--- src/verilog/exvaf_defs.svh ---
// exception vector numbers and table geometry for the access-fault block
// assumes byte-addressed vector table, one 32-bit entry per vector
`ifndef EXVAF_DEFS_SVH
`define EXVAF_DEFS_SVH

`define EXVAF_VEC_INIT_SP    8'h00
`define EXVAF_VEC_INIT_PC    8'h01
`define EXVAF_VEC_ACCESS     8'h02
`define EXVAF_VEC_ADDR_ERR   8'h03
`define EXVAF_VEC_ILLEGAL    8'h04
`define EXVAF_VEC_DIV_ZERO   8'h05
`define EXVAF_VEC_BOUNDS     8'h06
`define EXVAF_VEC_COND_TRAP  8'h07
`define EXVAF_VEC_PRIV       8'h08
`define EXVAF_VEC_TRACE      8'h09
`define EXVAF_VEC_LINE_A     8'h0a
`define EXVAF_VEC_LINE_F     8'h0b
`define EXVAF_VEC_FORMAT     8'h0e
`define EXVAF_VEC_UNINIT     8'h0f
`define EXVAF_VEC_SPURIOUS   8'h18
`define EXVAF_VEC_AUTO_BASE  8'h18
`define EXVAF_VEC_TRAP_BASE  8'h20
`define EXVAF_VEC_USER_BASE  8'h40
`define EXVAF_OFS_SHIFT      2
`define EXVAF_OFS_W          10
`define EXVAF_BEAT_FIRST     2'h0

`endif

--- src/verilog/exvaf_pkg.sv ---
// types shared by the exception vector / access-fault block
// assumes exvaf_defs.svh is on the include path
`include "exvaf_defs.svh"

package exvaf_pkg;

   typedef enum logic [3:0] {
      EXVAF_C_ILLEGAL, EXVAF_C_ADDR_ERR, EXVAF_C_DIV_ZERO, EXVAF_C_BOUNDS,
      EXVAF_C_COND_TRAP, EXVAF_C_PRIV, EXVAF_C_TRACE, EXVAF_C_LINE_A,
      EXVAF_C_LINE_F, EXVAF_C_FORMAT, EXVAF_C_UNINIT, EXVAF_C_SPURIOUS,
      EXVAF_C_AUTOVEC, EXVAF_C_SW_TRAP, EXVAF_C_USER_INT, EXVAF_C_ACCESS
   } exvaf_cause_t;

   typedef struct packed {
      exvaf_cause_t cause;
      logic [3:0]   trap_n;
      logic [2:0]   level;
      logic [7:0]   user_vec;
   } exvaf_req_t;

   typedef struct packed {
      logic       active;
      logic       write;
      logic       prefetch;
      logic       line;
      logic [1:0] beat;
      logic       needed;
   } exvaf_bus_t;

   typedef struct packed {
      logic valid;
      logic push;
   } exvaf_ifault_t;

   typedef enum logic [6:0] {
      EXVAF_S_BOOT   = 7'h01,
      EXVAF_S_RST_SP = 7'h02,
      EXVAF_S_RST_PC = 7'h04,
      EXVAF_S_RUN    = 7'h08,
      EXVAF_S_WAIT   = 7'h10,
      EXVAF_S_TAKE   = 7'h20,
      EXVAF_S_VEC    = 7'h40
   } exvaf_state_t;

   typedef struct packed {
      exvaf_state_t st;
      logic [7:0]   vec;
      logic [31:0]  addr;
      logic         ext;
      logic         push;
      logic         fault;
      logic         line_abort;
      logic         exc_start;
   } exvaf_main_st_t;

   typedef struct packed {
      logic pending;
      logic raise;
   } exvaf_pf_st_t;

   function automatic logic [`EXVAF_OFS_W-1:0] exvaf_offset(input logic [7:0] v);
      exvaf_offset = {v, 2'b00};
   endfunction

endpackage

--- src/verilog/exvaf_pf_fault.sv ---
// deferred prefetch fault holder
// assumes use and discard refer to the oldest prefetched instruction
`timescale 1ns/1ps

module exvaf_pf_fault (
   input  wire logic sys_clk,
   input  wire logic rst_b,
   input  wire logic capture,
   input  wire logic instr_use,
   input  wire logic discard,
   output logic      pending,
   output logic      raise
);
   import exvaf_pkg::*;

   exvaf_pf_st_t s_r;
   exvaf_pf_st_t s_nxt;

   always_comb begin
      s_nxt = s_r;
      s_nxt.raise = 1'b0;
      if (s_r.pending && instr_use && !discard) begin
         s_nxt.raise   = 1'b1;
         s_nxt.pending = 1'b0;
      end else if (discard) begin
         s_nxt.pending = 1'b0;
      end
      // a fault on the new stream must survive a discard of the old one
      if (capture) begin
         s_nxt.pending = 1'b1;
      end
   end

   always_ff @(posedge sys_clk or negedge rst_b) begin
      if (!rst_b) begin
         s_r <= '0;
      end else begin
         s_r <= s_nxt;
      end
   end

   assign pending = s_r.pending;
   assign raise   = s_r.raise;
endmodule

--- src/verilog/exvaf_top.sv ---
// exception vector assignment and access-fault recognition
// assumes bus cycle status and execute-stage signals are synchronous to sys_clk
`timescale 1ns/1ps
`include "exvaf_defs.svh"

module exvaf_top #(
   parameter int ADDR_W = 32
) (
   input  wire logic                 sys_clk,
   input  wire logic                 rst_b,
   input  wire logic [ADDR_W-1:0]    vector_table_base,
   input  wire exvaf_pkg::exvaf_bus_t    bus,
   input  wire logic                 transfer_error_ack_in,
   input  wire exvaf_pkg::exvaf_ifault_t int_fault,
   input  wire logic                 exe_idle,
   input  wire logic                 bus_idle,
   input  wire logic                 instr_use,
   input  wire logic                 flow_change,
   input  wire logic                 branch_discard,
   input  wire logic                 exc_req_valid,
   input  wire exvaf_pkg::exvaf_req_t    exc_req,
   input  wire logic                 vec_ack,
   output logic                      exc_ready,
   output logic                      vec_fetch_req,
   output logic [ADDR_W-1:0]         vec_fetch_addr,
   output logic                      init_sp_load,
   output logic                      init_pc_load,
   output logic                      exc_start,
   output logic [7:0]                exc_vector,
   output logic [`EXVAF_OFS_W-1:0]   exc_offset,
   output logic                      fault_external,
   output logic                      line_abort,
   output logic                      pipe_freeze,
   output logic                      exe_idle_req,
   output logic                      icache_cancel,
   output logic                      dcache_cancel,
   output logic                      stack_writes
);
   import exvaf_pkg::*;

   // the table offset alone needs the full ten bits
   if (ADDR_W < `EXVAF_OFS_W || ADDR_W > 32) begin : g_bad_addr_w
      $error("exvaf_top: ADDR_W must be 10 to 32");
   end

   exvaf_main_st_t s_r;
   exvaf_main_st_t s_nxt;

   logic       bus_err;
   logic       imm_fault;
   logic       late_beat;
   logic       pf_capture;
   logic       pf_pending;
   logic       pf_raise;
   logic [7:0] req_vec;
   logic       wait_done;

   exvaf_vec_map u_map (
      .req    (exc_req),
      .vector (req_vec)
   );

   exvaf_pf_fault u_pf (
      .sys_clk   (sys_clk),
      .rst_b     (rst_b),
      .capture   (pf_capture),
      .instr_use (instr_use),
      .discard   (flow_change | branch_discard),
      .pending   (pf_pending),
      .raise     (pf_raise)
   );

   function automatic logic [ADDR_W-1:0] vec_addr(input logic [ADDR_W-1:0] base,
                                                  input logic [7:0]        v);
      vec_addr = base + ADDR_W'(exvaf_offset(v));
   endfunction

   // bus error classification
   always_comb begin
      bus_err    = bus.active && transfer_error_ack_in;
      late_beat  = bus.line && bus.beat != `EXVAF_BEAT_FIRST;
      imm_fault  = bus_err && !bus.prefetch &&
                   (bus.write ||
                    !late_beat ||
                    bus.needed);
      pf_capture = bus_err && bus.prefetch;
   end

   // data faults wait for the bus controller as well as execute
   assign wait_done = exe_idle && (s_r.push || bus_idle);

   always_comb begin
      s_nxt            = s_r;
      s_nxt.exc_start  = 1'b0;
      s_nxt.line_abort = bus_err && !bus.prefetch && !bus.write && late_beat;
      unique case (s_r.st)
         EXVAF_S_BOOT: begin
            s_nxt.addr = vec_addr(vector_table_base, `EXVAF_VEC_INIT_SP);
            s_nxt.st   = EXVAF_S_RST_SP;
         end
         EXVAF_S_RST_SP: begin
            if (vec_ack) begin
               s_nxt.addr = vec_addr(vector_table_base, `EXVAF_VEC_INIT_PC);
               s_nxt.st   = EXVAF_S_RST_PC;
            end
         end
         EXVAF_S_RST_PC: begin
            if (vec_ack) begin
               s_nxt.st = EXVAF_S_RUN;
            end
         end
         EXVAF_S_RUN: begin
            if (imm_fault || pf_raise) begin
               s_nxt.st    = EXVAF_S_TAKE;
               s_nxt.vec   = `EXVAF_VEC_ACCESS;
               s_nxt.ext   = 1'b1;
               s_nxt.push  = 1'b0;
               s_nxt.fault = 1'b1;
               s_nxt.exc_start = 1'b1;
            end else if (int_fault.valid) begin
               s_nxt.st    = EXVAF_S_WAIT;
               s_nxt.vec   = `EXVAF_VEC_ACCESS;
               s_nxt.ext   = 1'b0;
               s_nxt.push  = int_fault.push;
               s_nxt.fault = 1'b1;
            end else if (exc_req_valid) begin
               s_nxt.st    = EXVAF_S_TAKE;
               s_nxt.vec   = req_vec;
               s_nxt.ext   = 1'b0;
               s_nxt.push  = 1'b0;
               s_nxt.fault = exc_req.cause == EXVAF_C_ACCESS;
               s_nxt.exc_start = 1'b1;
            end
         end
         EXVAF_S_WAIT: begin
            if (wait_done) begin
               s_nxt.st        = EXVAF_S_TAKE;
               s_nxt.exc_start = 1'b1;
            end
         end
         EXVAF_S_TAKE: begin
            s_nxt.addr = vec_addr(vector_table_base, s_r.vec);
            s_nxt.st   = EXVAF_S_VEC;
         end
         EXVAF_S_VEC: begin
            if (vec_ack) begin
               s_nxt.st    = EXVAF_S_RUN;
               s_nxt.fault = 1'b0;
               s_nxt.push  = 1'b0;
            end
         end
         default: begin
            s_nxt.st = EXVAF_S_BOOT;
         end
      endcase
   end

   always_ff @(posedge sys_clk or negedge rst_b) begin
      if (!rst_b) begin
         s_r    <= '0;
         s_r.st <= EXVAF_S_BOOT;
      end else begin
         s_r <= s_nxt;
      end
   end

   logic in_wait;
   logic in_take;
   logic in_vec;

   assign in_wait = s_r.st == EXVAF_S_WAIT;
   assign in_take = s_r.st == EXVAF_S_TAKE;
   assign in_vec  = s_r.st == EXVAF_S_VEC;

   // new requests only when no access fault is competing this cycle
   assign exc_ready      = s_r.st == EXVAF_S_RUN && !imm_fault && !pf_raise && !int_fault.valid;
   assign vec_fetch_req  = s_r.st == EXVAF_S_RST_SP || s_r.st == EXVAF_S_RST_PC || in_vec;
   assign vec_fetch_addr = s_r.addr;
   assign init_sp_load   = s_r.st == EXVAF_S_RST_SP && vec_ack;
   assign init_pc_load   = s_r.st == EXVAF_S_RST_PC && vec_ack;
   assign exc_start      = s_r.exc_start;
   assign exc_vector     = s_r.vec;
   assign exc_offset     = exvaf_offset(s_r.vec);
   assign fault_external = s_r.ext;
   assign line_abort     = s_r.line_abort;
   // push faults freeze at once; data faults freeze once idle is reached
   assign pipe_freeze    = (in_wait && s_r.push) || in_take || in_vec;
   assign exe_idle_req   = in_wait || (in_take && s_r.fault);
   assign icache_cancel  = s_r.fault && ((in_wait && s_r.push) || in_take);
   // writes are held, not dropped, so the data cache request can go
   assign dcache_cancel  = s_r.push && (in_wait || in_take);
   assign stack_writes   = s_r.fault && !s_r.ext && in_take;
endmodule

--- src/verilog/exvaf_vec_map.sv ---
// cause to vector number decode, purely combinational
// assumes the cause fields are stable while the request is presented
`timescale 1ns/1ps
`include "exvaf_defs.svh"

module exvaf_vec_map (
   input  exvaf_pkg::exvaf_req_t req,
   output logic [7:0]            vector
);
   import exvaf_pkg::*;

   always_comb begin
      unique case (req.cause)
         EXVAF_C_ILLEGAL:   vector = `EXVAF_VEC_ILLEGAL;
         EXVAF_C_ADDR_ERR:  vector = `EXVAF_VEC_ADDR_ERR;
         EXVAF_C_DIV_ZERO:  vector = `EXVAF_VEC_DIV_ZERO;
         EXVAF_C_BOUNDS:    vector = `EXVAF_VEC_BOUNDS;
         EXVAF_C_COND_TRAP: vector = `EXVAF_VEC_COND_TRAP;
         EXVAF_C_PRIV:      vector = `EXVAF_VEC_PRIV;
         EXVAF_C_TRACE:     vector = `EXVAF_VEC_TRACE;
         EXVAF_C_LINE_A:    vector = `EXVAF_VEC_LINE_A;
         EXVAF_C_LINE_F:    vector = `EXVAF_VEC_LINE_F;
         EXVAF_C_FORMAT:    vector = `EXVAF_VEC_FORMAT;
         EXVAF_C_UNINIT:    vector = `EXVAF_VEC_UNINIT;
         EXVAF_C_SPURIOUS:  vector = `EXVAF_VEC_SPURIOUS;
         // level 0 is no interrupt; treat as spurious
         EXVAF_C_AUTOVEC:   vector = `EXVAF_VEC_AUTO_BASE + {5'h00, req.level};
         EXVAF_C_SW_TRAP:   vector = `EXVAF_VEC_TRAP_BASE + {4'h0, req.trap_n};
         // a requester vector below the user area would alias internal causes
         EXVAF_C_USER_INT:  vector = req.user_vec[7:6] != 2'b00 ? req.user_vec
                                                                : `EXVAF_VEC_UNINIT;
         EXVAF_C_ACCESS:    vector = `EXVAF_VEC_ACCESS;
      endcase
   end

endmodule
--- config.mk ---
export PLATFORM = sky130hd
export DESIGN_NAME = exvaf_top
export DESIGN_NICKNAME = d
export VERILOG_FILES = /design/src/verilog/exvaf_pkg.sv /design/src/verilog/exvaf_pf_fault.sv /design/src/verilog/exvaf_top.sv /design/src/verilog/exvaf_vec_map.sv
export VERILOG_INCLUDE_DIRS = /design/src /design/src/verilog
export SDC_FILE = /design/constraint.sdc
export NUM_CORES = 1
export LEC_CHECK = 0
export BUFFER_PORTS_ARGS = -buffer_cell sky130_fd_sc_hd__buf_2
export CORE_UTILIZATION = 45
export DETAILED_ROUTE_END_ITERATION = 7
export MAX_ROUTING_LAYER = met4
export PLACE_DENSITY = 0.75
export REMOVE_ABC_BUFFERS = 1
export SETUP_SLACK_MARGIN = 0.3
export SLEW_MARGIN = 20
export SYNTH_ARGS = -nofsm -noshare
export SYNTH_HDL_FRONTEND = slang
export SYNTH_SLANG_ARGS = --single-unit
export TNS_END_PERCENT = 30
--- constraint.sdc ---
create_clock -name sys_clk -period 6.7 [get_ports sys_clk]
set_input_delay 0.67 -clock sys_clk [delete_from_list [all_inputs] [get_ports sys_clk]]
set_output_delay 0.67 -clock sys_clk [all_outputs]
set_load 0.02 [all_outputs]
==> flow_results.xml <==
<?xml version="1.0" encoding="UTF-8"?>
<metrics>
  <group name="worst_setup_path">
    <metric name="critical_path.max_fanout" unit="">12</metric>
    <metric name="cells_along_the_critical_path" unit="">or4_1, nor4b_1, buf_4, and2_1, fa_1, a211oi_1, or2_2, a211oi_2, nand4_1, xor2_1, o21ai_2</metric>
    <metric name="slowest_cell_delay_on_critical_path" unit="ns">0.68</metric>
    <metric name="critical-path-slowest-cell" unit="">or4_1</metric>
    <metric name="setup.worst_path.start_class" unit="">flip-flop</metric>
    <metric name="crit_path_end_kind" unit="">flip-flop</metric>
    <metric name="crit_arrival" unit="ns">3.95</metric>
    <metric name="critical_path_class" unit="">flip-flop to flip-flop</metric>
    <metric name="critical_path_required" unit="ns">6.88</metric>
  </group>
  <group name="synth">
    <metric name="synth_top_cell_by_area" unit="">dfrtp_1</metric>
    <metric name="async_set_or_reset_register_ratio_after_synthesis" unit="%">100</metric>
    <metric name="synthMostInstantiatedCell" unit="">nand2_1</metric>
    <metric name="netlist_instances" unit="">438</metric>
    <metric name="post_syn_area_per_cell" unit="sq um">8.62</metric>
    <metric name="post_synth_edffs" unit="">0</metric>
    <metric name="yosysSeqAreaShare" unit="%">35.8</metric>
    <metric name="synth_cell_type_count" unit="">61</metric>
    <metric name="postSynthRegisterBits" unit="">54</metric>
    <metric name="ys_dominant_reg_cell" unit="">dfrtp_1</metric>
    <metric name="synth_area_leaders" unit="">dfrtp_1 (35%), buf_4 (10%), o21ai_0 (5.7%)</metric>
    <metric name="synthDominantCellAreaShare" unit="%">35.1</metric>
    <metric name="syn-cell-area" unit="sq um">3780</metric>
    <metric name="synth_warnings" unit="">0</metric>
    <metric name="ys_top_cells_by_count" unit="">nand2_1 (56), dfrtp_1 (53), buf_4 (51)</metric>
  </group>
  <group name="power_and_ir_drop">
    <metric name="power.static_leakage" unit="uW">0.00207</metric>
    <metric name="peakVddDrop" unit="uV">173</metric>
    <metric name="fin_total_pwr" unit="uW">1340</metric>
    <metric name="power_per_cell_area" unit="nW/um^2">317</metric>
  </group>
  <group name="global_route">
    <metric name="grt_start_max_net_pins" unit="">64</metric>
    <metric name="antenna_violations_before_repair" unit="">0</metric>
    <metric name="global_route.overflow_total" unit="">0</metric>
    <metric name="grt_pass1_vias" unit="">3074</metric>
    <metric name="gr-usage-all-layers" unit="%">20.5</metric>
    <metric name="grt_first_pass_wirelength" unit="um">14000</metric>
  </group>
  <group name="hold_path">
    <metric name="min_path_type" unit="">input port to asynchronous set/reset pin</metric>
  </group>
  <group name="floorplan">
    <metric name="core" unit="sq um">8180</metric>
    <metric name="die_x" unit="um">93.6</metric>
    <metric name="design.portCount" unit="">132</metric>
    <metric name="placement_rows" unit="">33</metric>
    <metric name="die-height" unit="um">93.6</metric>
    <metric name="initial_core_util" unit="%">46.2</metric>
    <metric name="floorplan.die_area" unit="sq um">8760</metric>
  </group>
  <group name="timing">
    <metric name="timing.slew.headroom" unit="%">47.9</metric>
    <metric name="setup_repair_after_global_routing_missed_its_margin" unit="">no</metric>
    <metric name="final-hold-violation-count" unit="">0</metric>
    <metric name="post-route-period-util" unit="%">56.3</metric>
    <metric name="setup-tns-final" unit="ns">0</metric>
    <metric name="worst_slew_pin_slew" unit="ns">0.776</metric>
    <metric name="fmax" unit="MHz">265</metric>
    <metric name="finalSetupViolations" unit="">0</metric>
    <metric name="slew_violations" unit="">0</metric>
    <metric name="final_worst_setup_slack" unit="ns">2.93</metric>
    <metric name="timing.clock.skew" unit="ns">0.0123</metric>
    <metric name="min_period" unit="ns">3.77</metric>
  </group>
  <group name="route">
    <metric name="drtIter0Drc" unit="">84</metric>
    <metric name="route.final.wire_length" unit="um">8410</metric>
    <metric name="routed-via-count" unit="">3262</metric>
    <metric name="drt_drc_violations_left" unit="">0</metric>
    <metric name="antenna_left" unit="">0</metric>
    <metric name="drt_pre_antenna_iters" unit="">4</metric>
    <metric name="post_drt_wl_per_cell" unit="um">13.7</metric>
    <metric name="viasPerCell" unit="">5.30</metric>
  </group>
  <group name="clock_tree">
    <metric name="clkLatencyLatePin" unit="ns">0.31</metric>
    <metric name="post_cts.resized_instances" unit="">0</metric>
    <metric name="tritoncts" unit="">done</metric>
    <metric name="root_buffer" unit="">clkbuf_8</metric>
    <metric name="cts_hold_repair.buffers" unit="">0</metric>
    <metric name="cts_h_tree_depth" unit="">2</metric>
    <metric name="clkSlewWorstSetupHoldPaths" unit="ns">0.10</metric>
    <metric name="tritoncts_num_sinks" unit="">54</metric>
    <metric name="cts_buffers" unit="">5</metric>
    <metric name="cts_post_setup_buffers_inserted" unit="">0</metric>
    <metric name="max-clock-path-buffers" unit="">2</metric>
  </group>
  <group name="finish">
    <metric name="insertedDiodeCount" unit="">0</metric>
    <metric name="drive_gt1_share" unit="%">31.1</metric>
    <metric name="design.final.nets" unit="">589</metric>
    <metric name="design_area" unit="sq um">4240</metric>
    <metric name="synthToLayoutAreaGrowth" unit="%">12.3</metric>
    <metric name="nFillCells" unit="">798</metric>
  </group>
  <group name="placed_design">
    <metric name="postPlaceCellArea" unit="sq um">4150</metric>
    <metric name="dp_hpwl" unit="um">6520</metric>
    <metric name="gp_routability_congestion" unit="">0.862</metric>
    <metric name="dpl_worst_slack" unit="ns">2.94</metric>
    <metric name="placement.io_buffers" unit="">129</metric>
  </group>
  <group name="job">
    <metric name="max_cap_viol_count" unit="">0</metric>
  </group>
  <group name="run_status">
    <metric name="outcome" unit="">completed</metric>
  </group>
</metrics>
==> metrics by stage <==
stage          hold slack, ns  cells  util (%)
2_1_floorplan           0.374    368         -
3_3_place_gp            0.456    608      50.8
3_5_place_dp            0.467    608      50.8
4_1_cts                 0.491    616      51.9
5_1_grt                 0.507    616      51.9
6_report                0.484    616      51.9
==> per-layer routing <==
metal | routed length, um | up-vias | GRT usage, % | part of all wire, %
li1 | - | 1641 | - | -
met1 | 3860 | 1482 | 25.8 | 46
met2 | 3880 | 132 | 34.9 | 46
met3 | 600 | 7 | 3.41 | 7.1
met4 | 72 | 0 | 4.23 | 0.86
met5 | 0 | - | - | 0
==> report_power, final <==
part           internal (uW)  switching (uW)  leakage, uW
clock network           73.9             107    0.0000374
registers                447            75.5     0.000685
logic                    228             412      0.00135
==> layout make-up <==
class,count,area [sq um],share of cell area [%]
sequential,54,1350,31.9
inverter,8,30.0,0.708
timing repair buffer,135,691,16.3
clock inverter,2,15.0,0.354
clock buffer,6,72.6,1.71
multi-input combinational,306,1950,45.9
tap,105,131,3.10
==> worst max-delay path: cells and delay by family (launching register included) <==
kind / cells / cell delay, ns
and+or+nand+nor: 5 / 1.71
AOI/OAI and AO/OA: 3 / 0.81
adders and majority gates: 1 / 0.25
xor gates and xnor gates: 1 / 0.23
buffers and inverters: 1 / 0.22
DFF: 1 / 0.42
==> flip-flops by register name, summed over array words and instances, names as in the netlist <==
name            flops
line_abort          1
exc_vector          8
vec_fetch_addr     32
s_r                 9
u_pf.pending        1
u_pf.raise          1
exc_start           1
fault_external      1
==> final timing paths <==
path | start | to | slack [ns] | cells past startpoint
worst max-delay path | s_r[49]$_DFFE_PN0P_ | vec_fetch_addr[24]$_DFFE_PN0P_ | 2.93 | 11
worst min-delay path | rst_b | vec_fetch_addr[10]$_DFFE_PN0P_ | 0.48 | 2
worst max register to register | s_r[49]$_DFFE_PN0P_ | vec_fetch_addr[24]$_DFFE_PN0P_ | 2.93 | 11
worst min register to register | vec_fetch_addr[16]$_DFFE_PN0P_ | vec_fetch_addr[16]$_DFFE_PN0P_ | 0.48 | 2
max in group asynchronous | rst_b | exc_vector[7]$_DFFE_PN0P_ | 5.76 | 2
min in group sys_clk | vec_fetch_addr[16]$_DFFE_PN0P_ | vec_fetch_addr[16]$_DFFE_PN0P_ | 0.48 | 2
==> cells by family after synthesis <==
kind of cell	count (synthesis)	synth area share, %
other	1	0.0993
adder cells (fa/ha/maj)	9	3.18
flip-flops	54	35.8
XOR/XNOR	28	6.49
AND/OR/NAND/NOR	147	20.7
AO/OA/AOI/OAI	115	19.3
multiplexers	5	1.42
buffers and inverters	79	13.0
==> cell usage in the layout, fill, tap and decap left out, drive strengths merged, types with 4 or more instances in the layout <==
master,instances
a211oi,7
a21o,6
a21oi,16
and2,10
and3,6
buf,135
clkbuf,6
dfrtp,53
ha,8
inv,8
nand2,56
nand3,7
nand4,5
nand4b,4
nor2,22
nor2b,4
nor3,9
o2111ai,7
o211ai,5
o21ai,51
xnor2,6
xor2,22
No activity file was read; power rests on OpenSTA's default activity.
